## src/core/irq_prio_defines.svh

```systemverilog
// Purpose: register indices, field positions, reset values of the interrupt
//          enable and priority block
// Assumes: byte address of a register is four times its index
// Notes:   definitions only
`ifndef IRQ_PRIO_DEFINES_SVH
`define IRQ_PRIO_DEFINES_SVH

// ------------------------------------------------------------------
// register indices
// ------------------------------------------------------------------
`define IDX_BASIC_PRIO_HI  8'hb7
`define IDX_BASIC_PRIO_LO  8'hb8
`define IDX_T2_IRQ_EN      8'he8
`define IDX_T2_PRIO_LO     8'hf8
`define IDX_T2_PRIO_HI     8'hf9
`define IDX_BASIC_IRQ_EN   8'ha8
`define IDX_EVT_STATUS     8'hc0
`define IDX_EVT_MASK       8'hc1
`define IDX_SERVICE        8'hc2

// ------------------------------------------------------------------
// sizes and fields
// ------------------------------------------------------------------
`define BASIC_SRC_COUNT    7
`define T2_SRC_COUNT       8
`define SRC_COUNT          15
`define SRC_ID_W           4
`define LEVEL_COUNT        4
`define GLOBAL_EN_BIT      7
`define T2_OVF_BIT         7
`define COMPARE2_BIT       6
`define BASIC_UNUSED_BIT   7
`define REG_RESET          8'h00
`define EVT_WIDTH          3
`define EVT_ACCEPT         0
`define EVT_PREEMPT        1
`define EVT_UNDERFLOW      2
`define SVC_OFFER_BIT      6

`endif

```

## src/core/irq_prio_pkg.sv

```systemverilog
// Purpose: shared types of the interrupt enable and priority block
// Assumes: irq_prio_defines.svh holds all numbers
// Notes:   none
`include "irq_prio_defines.svh"

package irq_prio_pkg;

  typedef logic [1:0]                 level_t;
  typedef logic [`SRC_ID_W-1:0]       src_id_t;
  typedef logic [`SRC_COUNT-1:0]      src_vec_t;
  typedef logic [`LEVEL_COUNT-1:0]    svc_vec_t;

  // offer of one interrupt to the cpu core
  typedef struct packed {
    logic    valid;
    src_id_t source;
    level_t  level;
  } irq_offer_t;

  // per-source configuration, flattened 0..6 basic, 7..14 timer-2
  typedef struct packed {
    src_vec_t enable;
    src_vec_t prio_hi;
    src_vec_t prio_lo;
    logic     global_en;
  } src_cfg_t;

endpackage

```

## src/core/irq_enable_priority.sv

```systemverilog
// Purpose: interrupt enable and four-level priority registers with nested
//          request arbitration toward the cpu core, on a wishbone slave
// Assumes: source request flags come from logic on mclk; cpu accepts the
//          registered offer with a take pulse and closes a handler with ret
// Notes:   registers sit at byte address four times their index
`include "irq_prio_defines.svh"

module irq_enable_priority (
  // clock and reset
  input  wire logic                     mclk,
  input  wire logic                     srst,
  // wishbone slave
  input  wire logic                     wb_cyc_i,
  input  wire logic                     wb_stb_i,
  input  wire logic                     wb_we_i,
  input  wire logic [9:0]               wb_adr_i,
  input  wire logic [3:0]               wb_sel_i,
  input  wire logic [31:0]              wb_dat_i,
  output logic [31:0]                   wb_dat_o,
  output logic                          wb_ack_o,
  // interrupt sources
  input  wire logic [6:0]               basic_req,
  input  wire logic [7:0]               t2_req,
  // cpu core
  output irq_prio_pkg::irq_offer_t      cpu_offer,
  input  wire logic                     cpu_take,
  input  wire logic                     cpu_ret,
  // block interrupt
  output logic                          irq
);
  import irq_prio_pkg::*;

  // ------------------------------------------------------------------
  // register state
  // ------------------------------------------------------------------
  logic [7:0]            basic_irq_enable_reg;
  logic [7:0]            basic_irq_enable_next;
  logic [7:0]            basic_priority_high_reg;
  logic [7:0]            basic_priority_high_next;
  logic [7:0]            basic_priority_low_reg;
  logic [7:0]            basic_priority_low_next;
  logic [7:0]            timer2_irq_enable_reg;
  logic [7:0]            timer2_irq_enable_next;
  logic [7:0]            timer2_priority_low_reg;
  logic [7:0]            timer2_priority_low_next;
  logic [7:0]            timer2_priority_high_reg;
  logic [7:0]            timer2_priority_high_next;
  logic [`EVT_WIDTH-1:0] evt_status_reg;
  logic [`EVT_WIDTH-1:0] evt_status_next;
  logic [`EVT_WIDTH-1:0] evt_mask_reg;
  logic [`EVT_WIDTH-1:0] evt_mask_next;

  // bus state
  logic                  ack_reg;
  logic                  ack_next;
  logic [31:0]           rdata_reg;
  logic [31:0]           rdata_next;
  irq_offer_t            offer_reg;
  irq_offer_t            offer_next;

  // ------------------------------------------------------------------
  // bus decode
  // ------------------------------------------------------------------
  logic [7:0]            idx;
  logic                  bus_req;
  logic                  wr_en;
  logic                  rd_en;

  assign idx     = wb_adr_i[9:2];
  assign bus_req = wb_cyc_i && wb_stb_i && !ack_reg;
  assign wr_en   = bus_req && wb_we_i && wb_sel_i[0];
  assign rd_en   = bus_req && !wb_we_i;

  function automatic logic hit(input logic [7:0] a, input logic [7:0] reg_idx);
    hit = (a == reg_idx);
  endfunction

  // ------------------------------------------------------------------
  // per-register strobes
  // ------------------------------------------------------------------
  logic                  wr_basic_en;
  logic                  wr_basic_hi;
  logic                  wr_basic_lo;
  logic                  wr_t2_en;
  logic                  wr_t2_lo;
  logic                  wr_t2_hi;
  logic                  wr_evt_mask;
  logic                  rd_evt_status;

  assign wr_basic_en   = wr_en && hit(idx, `IDX_BASIC_IRQ_EN);
  assign wr_basic_hi   = wr_en && hit(idx, `IDX_BASIC_PRIO_HI);
  assign wr_basic_lo   = wr_en && hit(idx, `IDX_BASIC_PRIO_LO);
  assign wr_t2_en      = wr_en && hit(idx, `IDX_T2_IRQ_EN);
  assign wr_t2_lo      = wr_en && hit(idx, `IDX_T2_PRIO_LO);
  assign wr_t2_hi      = wr_en && hit(idx, `IDX_T2_PRIO_HI);
  assign wr_evt_mask   = wr_en && hit(idx, `IDX_EVT_MASK);
  assign rd_evt_status = rd_en && hit(idx, `IDX_EVT_STATUS);

  // ------------------------------------------------------------------
  // source configuration
  // ------------------------------------------------------------------
  src_cfg_t              cfg;
  src_vec_t              pending;
  irq_offer_t            arb_offer;
  svc_vec_t              in_service;
  logic                  busy;
  level_t                active_level;
  logic                  underflow;
  logic                  take;

  // timer-2 enable fields, overflow down to capture 0
  logic                  t2_overflow_irq_en;
  logic                  compare2_irq_en;
  logic                  compare1_irq_en;
  logic                  compare0_irq_en;
  logic                  capture3_irq_en;
  logic                  capture2_irq_en;
  logic                  capture1_irq_en;
  logic                  capture0_irq_en;
  logic                  global_irq_en;

  assign {t2_overflow_irq_en, compare2_irq_en, compare1_irq_en, compare0_irq_en,
          capture3_irq_en, capture2_irq_en, capture1_irq_en,
          capture0_irq_en} = timer2_irq_enable_reg;
  assign global_irq_en = basic_irq_enable_reg[`GLOBAL_EN_BIT];

  always_comb begin
    // basic sources 0..6, timer-2 sources 7..14 in register bit order
    cfg.enable    = {t2_overflow_irq_en, compare2_irq_en, compare1_irq_en,
                     compare0_irq_en, capture3_irq_en, capture2_irq_en,
                     capture1_irq_en, capture0_irq_en,
                     basic_irq_enable_reg[`BASIC_SRC_COUNT-1:0]};
    cfg.prio_lo   = {timer2_priority_low_reg,
                     basic_priority_low_reg[`BASIC_SRC_COUNT-1:0]};
    cfg.prio_hi   = {timer2_priority_high_reg,
                     basic_priority_high_reg[`BASIC_SRC_COUNT-1:0]};
    cfg.global_en = global_irq_en;
    pending       = {t2_req, basic_req};
  end

  irq_source_arbiter u_arbiter (
    .cfg          (cfg),
    .pending      (pending),
    .busy         (busy),
    .active_level (active_level),
    .offer        (arb_offer)
  );

  // a take is only honoured while the registered offer is still valid
  assign take = cpu_take && offer_reg.valid;

  irq_service_tracker u_tracker (
    .mclk         (mclk),
    .srst         (srst),
    .take         (take),
    .take_level   (offer_reg.level),
    .ret          (cpu_ret),
    .in_service   (in_service),
    .busy         (busy),
    .active_level (active_level),
    .underflow    (underflow)
  );

  // ------------------------------------------------------------------
  // configuration registers
  // ------------------------------------------------------------------
  always_comb begin
    basic_irq_enable_next     = basic_irq_enable_reg;
    basic_priority_high_next  = basic_priority_high_reg;
    basic_priority_low_next   = basic_priority_low_reg;
    timer2_irq_enable_next    = timer2_irq_enable_reg;
    timer2_priority_low_next  = timer2_priority_low_reg;
    timer2_priority_high_next = timer2_priority_high_reg;
    evt_mask_next             = evt_mask_reg;
    if (wr_basic_en) begin
      basic_irq_enable_next = wb_dat_i[7:0];
    end
    if (wr_basic_hi) begin
      basic_priority_high_next = {1'b0, wb_dat_i[6:0]};
    end
    if (wr_basic_lo) begin
      basic_priority_low_next = {1'b0, wb_dat_i[6:0]};
    end
    if (wr_t2_en) begin
      timer2_irq_enable_next = wb_dat_i[7:0];
    end
    if (wr_t2_lo) begin
      timer2_priority_low_next = wb_dat_i[7:0];
    end
    if (wr_t2_hi) begin
      timer2_priority_high_next = wb_dat_i[7:0];
    end
    if (wr_evt_mask) begin
      evt_mask_next = wb_dat_i[`EVT_WIDTH-1:0];
    end
  end

  // ------------------------------------------------------------------
  // event status, read clears, a new event wins over the clear
  // ------------------------------------------------------------------
  logic [`EVT_WIDTH-1:0] evt_set;

  always_comb begin
    evt_set                 = '0;
    evt_set[`EVT_ACCEPT]    = take;
    evt_set[`EVT_PREEMPT]   = take && busy;
    evt_set[`EVT_UNDERFLOW] = underflow;
    evt_status_next         = evt_status_reg;
    if (rd_evt_status) begin
      evt_status_next = '0;
    end
    evt_status_next = evt_status_next | evt_set;
  end

  // ------------------------------------------------------------------
  // read data, ack and offer
  // ------------------------------------------------------------------
  always_comb begin
    rdata_next = rdata_reg;
    ack_next   = bus_req;
    if (bus_req) begin
      rdata_next = '0;
    end
    if (rd_en) begin
      unique case (idx)
        `IDX_BASIC_IRQ_EN:  rdata_next = {24'h000000, basic_irq_enable_reg};
        `IDX_BASIC_PRIO_HI: rdata_next = {24'h000000, basic_priority_high_reg};
        `IDX_BASIC_PRIO_LO: rdata_next = {24'h000000, basic_priority_low_reg};
        `IDX_T2_IRQ_EN:     rdata_next = {24'h000000, timer2_irq_enable_reg};
        `IDX_T2_PRIO_LO:    rdata_next = {24'h000000, timer2_priority_low_reg};
        `IDX_T2_PRIO_HI:    rdata_next = {24'h000000, timer2_priority_high_reg};
        `IDX_EVT_STATUS:    rdata_next = {29'h00000000, evt_status_reg};
        `IDX_EVT_MASK:      rdata_next = {29'h00000000, evt_mask_reg};
        `IDX_SERVICE:       rdata_next = {25'h0000000, offer_reg.valid,
                                          offer_reg.level, in_service};
        default:            rdata_next = '0;
      endcase
    end
    // drop the offer at a take so the same request is not taken twice
    offer_next = take ? '0 : arb_offer;
  end

  // ------------------------------------------------------------------
  // registers
  // ------------------------------------------------------------------
  // configuration group
  always_ff @(posedge mclk) begin
    if (srst) begin
      basic_irq_enable_reg     <= `REG_RESET;
      basic_priority_high_reg  <= `REG_RESET;
      basic_priority_low_reg   <= `REG_RESET;
      timer2_irq_enable_reg    <= `REG_RESET;
      timer2_priority_low_reg  <= `REG_RESET;
      timer2_priority_high_reg <= `REG_RESET;
    end else begin
      basic_irq_enable_reg     <= basic_irq_enable_next;
      basic_priority_high_reg  <= basic_priority_high_next;
      basic_priority_low_reg   <= basic_priority_low_next;
      timer2_irq_enable_reg    <= timer2_irq_enable_next;
      timer2_priority_low_reg  <= timer2_priority_low_next;
      timer2_priority_high_reg <= timer2_priority_high_next;
    end
  end

  // event group
  always_ff @(posedge mclk) begin
    if (srst) begin
      evt_status_reg           <= '0;
      evt_mask_reg             <= '0;
    end else begin
      evt_status_reg           <= evt_status_next;
      evt_mask_reg             <= evt_mask_next;
    end
  end

  // bus and offer group
  always_ff @(posedge mclk) begin
    if (srst) begin
      ack_reg                  <= 1'b0;
      rdata_reg                <= '0;
      offer_reg                <= '0;
    end else begin
      ack_reg                  <= ack_next;
      rdata_reg                <= rdata_next;
      offer_reg                <= offer_next;
    end
  end

  // ------------------------------------------------------------------
  // outputs
  // ------------------------------------------------------------------
  assign wb_ack_o  = ack_reg;
  assign wb_dat_o  = rdata_reg;
  assign cpu_offer = offer_reg;
  assign irq       = |(evt_status_reg & evt_mask_reg);

endmodule

```

## src/core/irq_source_arbiter.sv

```systemverilog
// Purpose: pick the highest-level eligible source and decide preemption
// Assumes: purely combinational, same clock as its user
// Notes:   ties within a level go to the lowest source number
`include "irq_prio_defines.svh"

module irq_source_arbiter (
  // configuration and requests
  input  wire irq_prio_pkg::src_cfg_t   cfg,
  input  wire irq_prio_pkg::src_vec_t   pending,
  // service state
  input  wire logic                     busy,
  input  wire irq_prio_pkg::level_t     active_level,
  // result
  output irq_prio_pkg::irq_offer_t      offer
);
  import irq_prio_pkg::*;

  function automatic level_t level_of(input logic hi, input logic lo);
    level_of = {hi, lo};
  endfunction

  src_vec_t eligible;
  level_t   best_level;
  src_id_t  best_src;
  logic     any;

  always_comb begin
    eligible   = pending & cfg.enable & {`SRC_COUNT{cfg.global_en}};
    best_level = 2'b00;
    best_src   = '0;
    any        = 1'b0;
    for (int i = `SRC_COUNT - 1; i >= 0; i--) begin
      if (eligible[i] && (!any || level_of(cfg.prio_hi[i], cfg.prio_lo[i]) >= best_level)) begin
        any        = 1'b1;
        best_level = level_of(cfg.prio_hi[i], cfg.prio_lo[i]);
        best_src   = src_id_t'(i);
      end
    end
    offer.valid  = any && (!busy || best_level > active_level);
    offer.source = best_src;
    offer.level  = best_level;
  end

endmodule

```

## src/core/irq_service_tracker.sv

```systemverilog
// Purpose: remember which levels are in service, nested
// Assumes: a take only carries a level above every level in service
// Notes:   a return closes the highest level in service
`include "irq_prio_defines.svh"

module irq_service_tracker (
  // clock and reset
  input  wire logic                   mclk,
  input  wire logic                   srst,
  // cpu events
  input  wire logic                   take,
  input  wire irq_prio_pkg::level_t   take_level,
  input  wire logic                   ret,
  // state
  output irq_prio_pkg::svc_vec_t      in_service,
  output logic                        busy,
  output irq_prio_pkg::level_t        active_level,
  output logic                        underflow
);
  import irq_prio_pkg::*;

  svc_vec_t svc_reg;
  svc_vec_t svc_next;

  always_comb begin
    svc_next     = svc_reg;
    active_level = 2'b00;
    for (int l = 0; l < `LEVEL_COUNT; l++) begin
      if (svc_reg[l]) begin
        active_level = level_t'(l);
      end
    end
    // preempted levels stay set and resume when the newer one returns
    if (ret && svc_reg != '0) begin
      svc_next[active_level] = 1'b0;
    end
    if (take) begin
      svc_next[take_level] = 1'b1;
    end
  end

  always_ff @(posedge mclk) begin
    if (srst) begin
      svc_reg <= '0;
    end else begin
      svc_reg <= svc_next;
    end
  end

  assign in_service = svc_reg;
  assign busy       = (svc_reg != '0);
  assign underflow  = ret && (svc_reg == '0);

endmodule

```

## config.mk

```make
export PLATFORM = sky130hd
export DESIGN_NAME = irq_enable_priority
export DESIGN_NICKNAME = d
export VERILOG_FILES = /design/src/core/irq_prio_pkg.sv /design/src/core/irq_enable_priority.sv /design/src/core/irq_source_arbiter.sv /design/src/core/irq_service_tracker.sv
export VERILOG_INCLUDE_DIRS = /design/src /design/src/core
export SDC_FILE = /design/constraint.sdc
export NUM_CORES = 1
export LEC_CHECK = 0
export ABC_CLOCK_PERIOD_IN_PS = 60900
export BUFFER_PORTS_ARGS = -buffer_cell sky130_fd_sc_hd__buf_2
export CORE_MARGIN = 2
export CORE_UTILIZATION = 55
export CTS_CLUSTER_DIAMETER = 120
export DETAILED_ROUTE_END_ITERATION = 7
export PLACE_DENSITY = 0.8
export SLEW_MARGIN = 5
export SYNTH_ARGS = -nofsm -noshare
export SYNTH_HDL_FRONTEND = slang
export SYNTH_HIERARCHICAL = 1
export SYNTH_SLANG_ARGS = --single-unit
```

## constraint.sdc

```tcl
create_clock -name mclk -period 60.9 [get_ports mclk]
set_clock_uncertainty 0.15 [all_clocks]
set_input_delay 12.18 -clock mclk [delete_from_list [all_inputs] [get_ports mclk]]
set_output_delay 12.18 -clock mclk [all_outputs]
set_load 0.02 [all_outputs]
```

Yosys cells after proc, flatten, opt, wreduce, memory -nomap -nowiden:

Cells that the tools add are included.

* flip-flop bits (word level): 96
* bits of input ports: 68
* output and inout bits: 41
* word-level logic and storage cells: 184

* $lt $le $gt $ge: 19
* eq/ne operators: 9
* multiplexer cells: 57
* bitwise operators: 7
* reductions and logical operators: 75

Operators by type and width (count)
* equality test 8 bit, second input constant: 9
* case mux 8 bit (9 select lines): 1
* two-way mux 32 bit: 2
* two-way mux 2 bit: 19
* two-way mux 4 bit: 9
* logical AND 1 bit: 34
* bitwise AND 15 bit: 2
* greater-or-equal comparator 2 bit: 14
* two-way mux 1 bit: 19
* zero test 1 bit: 17
* logical OR 1 bit: 15
* two-way mux 3 bit: 5
* OR reduction 10 bit: 1
* less-than comparator 2 x 3 -> 1 bit, second input constant: 2
* OR reduction 3 bit: 2
* OR reduction 6 bit: 1
* bitwise AND 4 bit: 1
* demux 1 bit (select 2 bit): 2
* greater-or-equal comparator 2 x 1 -> 1 bit, second input constant: 2
* zero test 4 bit: 1
* inverter 4 bit: 1
* bitwise OR 4 bit: 1
* nonzero test 4 bit: 1
* OR reduction 4 bit: 1
* other kinds (5): 5

Longest topological paths before layout:

* word-level depth: 62
* mapped depth: 104
* mapped depth without buffers: 97

Hierarchy:

Netlist, hierarchy kept.

By module, submodules not included
* irq_enable_priority: times used 1, cells each 351, area an instance 3374.5 sq um
* irq_source_arbiter: times used 1, cells each 249, area an instance 1647.8 sq um
* irq_service_tracker: times used 1, cells each 21, area an instance 190.2 sq um

Least setup slack after synthesis:

OpenSTA, ideal clock, no wires.

* kind: input -> register
* from: input port t2_req[7]
* to: register offer_reg (netlist bit cpu_offer[6])
* library setup time: 115 ps
* arrival time: 29922 ps
* data required time: 60635 ps
* slack: 30713 ps
* stages on the path: 93
* cells stage by stage: and4_1 > ha_1 > nand2b_1 > a211o_1 > a32oi_1 > nor2b_1 > ha_1 > nand2b_1 > a221oi_1 > or2_2 > clkbuf_1 > a21oi_1 > ha_1 > nand2b_1 > a211o_1 > and4_1 > buf_2 > a211oi_1 > (+57 left out) > nor2_1 > ha_1 > nor2b_1 > o21ai_0 > a21oi_1 > nor2_1 > o31ai_2 > ha_1 > nand2b_1 > a21oi_1 > a21o_1 > inv_1 > o21ai_0 > ha_1 > nor2b_1 > o21ai_0 > a21oi_1 > and2_1

RTL lines
* start, declared: RTL line irq_enable_priority.sv:23 `input wire logic [7:0] t2_req,`
* end signal, assigned: RTL line irq_enable_priority.sv:285 `offer_reg <= offer_next;`
* end, declared: RTL line irq_enable_priority.sv:58 `irq_offer_t offer_reg;`

==> flow_metrics.tcl <==
set metrics [dict create \
    yosys_warnings 6 \
    cts_setup_buffers 0 \
    synthArstFlopShare_pct 0 \
    dieArea_um2 10300 \
    start_kind "primary input" \
    avgRoutedWirePerCell_um 19.3 \
    netlist_area_um2 5210 \
    synth-edff-count 0 \
    outcome "completed" \
    die_y_um 101 \
    yosysUniqueCellTypes 80 \
    critPathKind "primary input to register" \
    path_depth 90 \
    start_util_pct 56.7 \
    tightest_slew_ns 1.23 \
    end_kind "register" \
    ctsResizeCount 0 \
    synth-xor-area-share_pct 0 \
    syn_inst 621 \
    crit_path_max_fanout 12 \
    netlist.top_cell.by_area "dfxtp_1" \
    final_cell_mix "dfxtp_1 (72), nor2_1 (60), buf_2 (55), nand2_1 (38)" \
    crit_family "compound AO/OA/AOI/OAI gates" \
    power.leakage_nw 2.06 \
    grt_pass1_vias 4654 \
    fin_util_pct 61.3 \
    num_antenna_cells 0 \
    vdd_drop_max_uv 13.2 \
    tns_ns 0 \
    rsz0062_at_grt "no" \
    power_density_nw_per_um2 17.9 \
    min_path_cells 2 \
    antenna_found_initial 0 \
    synth_adder_area_share_pct 5.28 \
    syn-mean-instance-area_um2 8.39 \
    rr_startpoint "basic_irq_enable_reg[7]" \
    synth_flop_cell "dfxtp_1" \
    layout-drive-gt1-share_pct 17.5 \
    hold_start "basic_irq_enable_reg[2]" \
    max_slew_margin_pct 17.5 \
    critPathArrivalTime_ns 32.60 \
    io_pins 109 \
    max_stage_delay_ns 0.67 \
    via_count 5107 \
    cts_root_buffer "clkbuf_8" \
    wl_um 15000 \
    fill_cells 801 \
    vias_per_cell 6.56 \
    grt_overflow 0 \
    drt_iter0_drc 590 \
    synth_compound_area_share_pct 24.2 \
    slowest_stage "a211oi_1" \
    synth_mux_area_share_pct 9.27 \
    ys_seq_area_share_pct 27.7 \
    synth_top_family_by_area "simple AND/OR/NAND/NOR gates" \
    setup-violations-final 0 \
    core_um2 9200 \
    final_hold_viol_count 0 \
    cts_tree "built" \
    max_freq_mhz 30.8 \
    numCtsBuffers 9 \
    antenna_left 0 \
    remaining_drc_errors 0 \
    ctsHoldBuffers 0 \
    grt_first_pass_wirelength_um 23500 \
    grtUsageTotal_pct 29.2 \
    routabilityCongestion 0.973 \
    dp.cells 762 \
    worstHoldPathType "register to register" \
    reg2reg_depth 90 \
    first_pass_iters 5 \
    maxSlewViolCount 0 \
    cp_num_buf_inv 3 \
    grt_max_degree 61 \
    synth_top_area_share_pct 27.7 \
    die_w_um 101 \
    crit_path_frequent_cell "ha_1" \
    htreeDepth 3 \
    final_cells 778 \
    synth_seq_cells 72 \
    io_buffers 55 \
    clk_pin_slew_worst_paths_ns 0.08 \
    layout_min_cycle_time_ns 32.50 \
    clockBufferDepth 2 \
    layout_commonest_cell "dfxtp_1" \
    clk_latency_ns 0.35 \
    yosys.area_share.simple_pct 25.0 \
    rows 35 \
    synth.area.top_cells "dfxtp_1 (28%), mux2i_1 (7.1%), ha_1 (5.3%), nor2_1 (4.3%), buf_4 (4.2%)" \
    clock_sinks 72 \
    crit_start "t2_req[7]" \
    hpwl_um 11100 \
    nets 752 \
    crit_required_ns 61.00 \
    area_growth_pct 8.16 \
    cap_violations 0 \
    final.period_utilization_pct 53.4 \
]
-- tightest hold or removal path, stage by stage (launching register included) --
cell     delay [ns]
dfxtp_1        0.33
o21ai_2        0.05
a21oi_1        0.06
-- per-layer routing --
metal | GRT usage (%) | share of wire [%] | routed length (um) | vias up
li1 | - | - | - | 2389
met1 | 38.5 | 42 | 6300 | 2387
met2 | 46.4 | 45 | 6790 | 286
met3 | 7.04 | 9.9 | 1480 | 45
met4 | 11.3 | 3.2 | 478 | 0
met5 | 0 | 0 | 0 | -
-- metrics by stage --
stage          power, mW  hold slack [ns]  worst slack, ns  cell area, um2
3_3_place_gp      0.0552            0.307            28.90            5400
4_1_cts            0.101            0.330            28.78            5640
3_5_place_dp      0.0554            0.306            28.44            5400
5_1_grt            0.103            0.356            26.95            5640
6_report           0.101            0.333            28.40            5640
2_1_floorplan     0.0539            0.297            30.71            5300
-- power breakdown --
| group | total (mW) | internal (mW) | switching [mW] |
|---|---|---|---|
| Sequential | 0.0472 | 0.0471 | 0.0000606 |
| Clock | 0.0463 | 0.0274 | 0.0188 |
| Combinational | 0.00730 | 0.00170 | 0.00560 |
-- cell usage after synthesis, drive strengths merged (3+ instances only) --
| library cell | number |
|---|---|
| o211ai | 4 |
| nand2b | 18 |
| a211oi | 3 |
| and4 | 4 |
| a221oi | 6 |
| and3 | 7 |
| nor3 | 9 |
| a32oi | 8 |
| nor2 | 61 |
| inv | 25 |
| or2 | 5 |
| o2bb2ai | 3 |
| a22o | 10 |
| a21o | 7 |
| ha | 22 |
| a31oi | 4 |
| mux2 | 10 |
| and4b | 3 |
| nand3 | 23 |
| dfxtp | 72 |
| buf | 39 |
| nand4 | 12 |
| a311oi | 3 |
| nand2 | 38 |
| a221o | 3 |
| o31ai | 6 |
| a21oi | 37 |
| a2111oi | 4 |
| clkbuf | 13 |
| mux2i | 37 |
| o21ai | 36 |
| nor4 | 8 |
| nand3b | 5 |
| a22oi | 16 |
| a222oi | 7 |
| and2 | 10 |
| nor2b | 9 |
-- kinds of logic after synthesis --
kind of cell / after synthesis
AND/OR/NAND/NOR: 229
AO/OA/AOI/OAI: 173
buffers and inverters: 77
flip-flops: 72
multiplexers: 47
adder cells (fa/ha/maj): 22
other: 1
-- final cells by class --
| type | count | area (um2) | share of cell area [%] |
|---|---|---|---|
| clock buffer | 10 | 128 | 2.26 |
| clock inverter | 6 | 115 | 2.04 |
| inverter | 25 | 93.8 | 1.66 |
| multi-input combinational | 495 | 3420 | 60.6 |
| sequential | 72 | 1440 | 25.6 |
| tap | 111 | 139 | 2.46 |
| timing repair buffer | 59 | 305 | 5.42 |
-- final timing paths --
kind / end / slack [ns]
setup / recovery: cpu_offer[6] / 28.40
hold / removal: basic_irq_enable_reg[2] / 0.33
setup reg to reg: cpu_offer[6] / 39.54
hold reg to reg: basic_irq_enable_reg[2] / 0.33
Note: power is estimated with default switching activity, not from simulation.
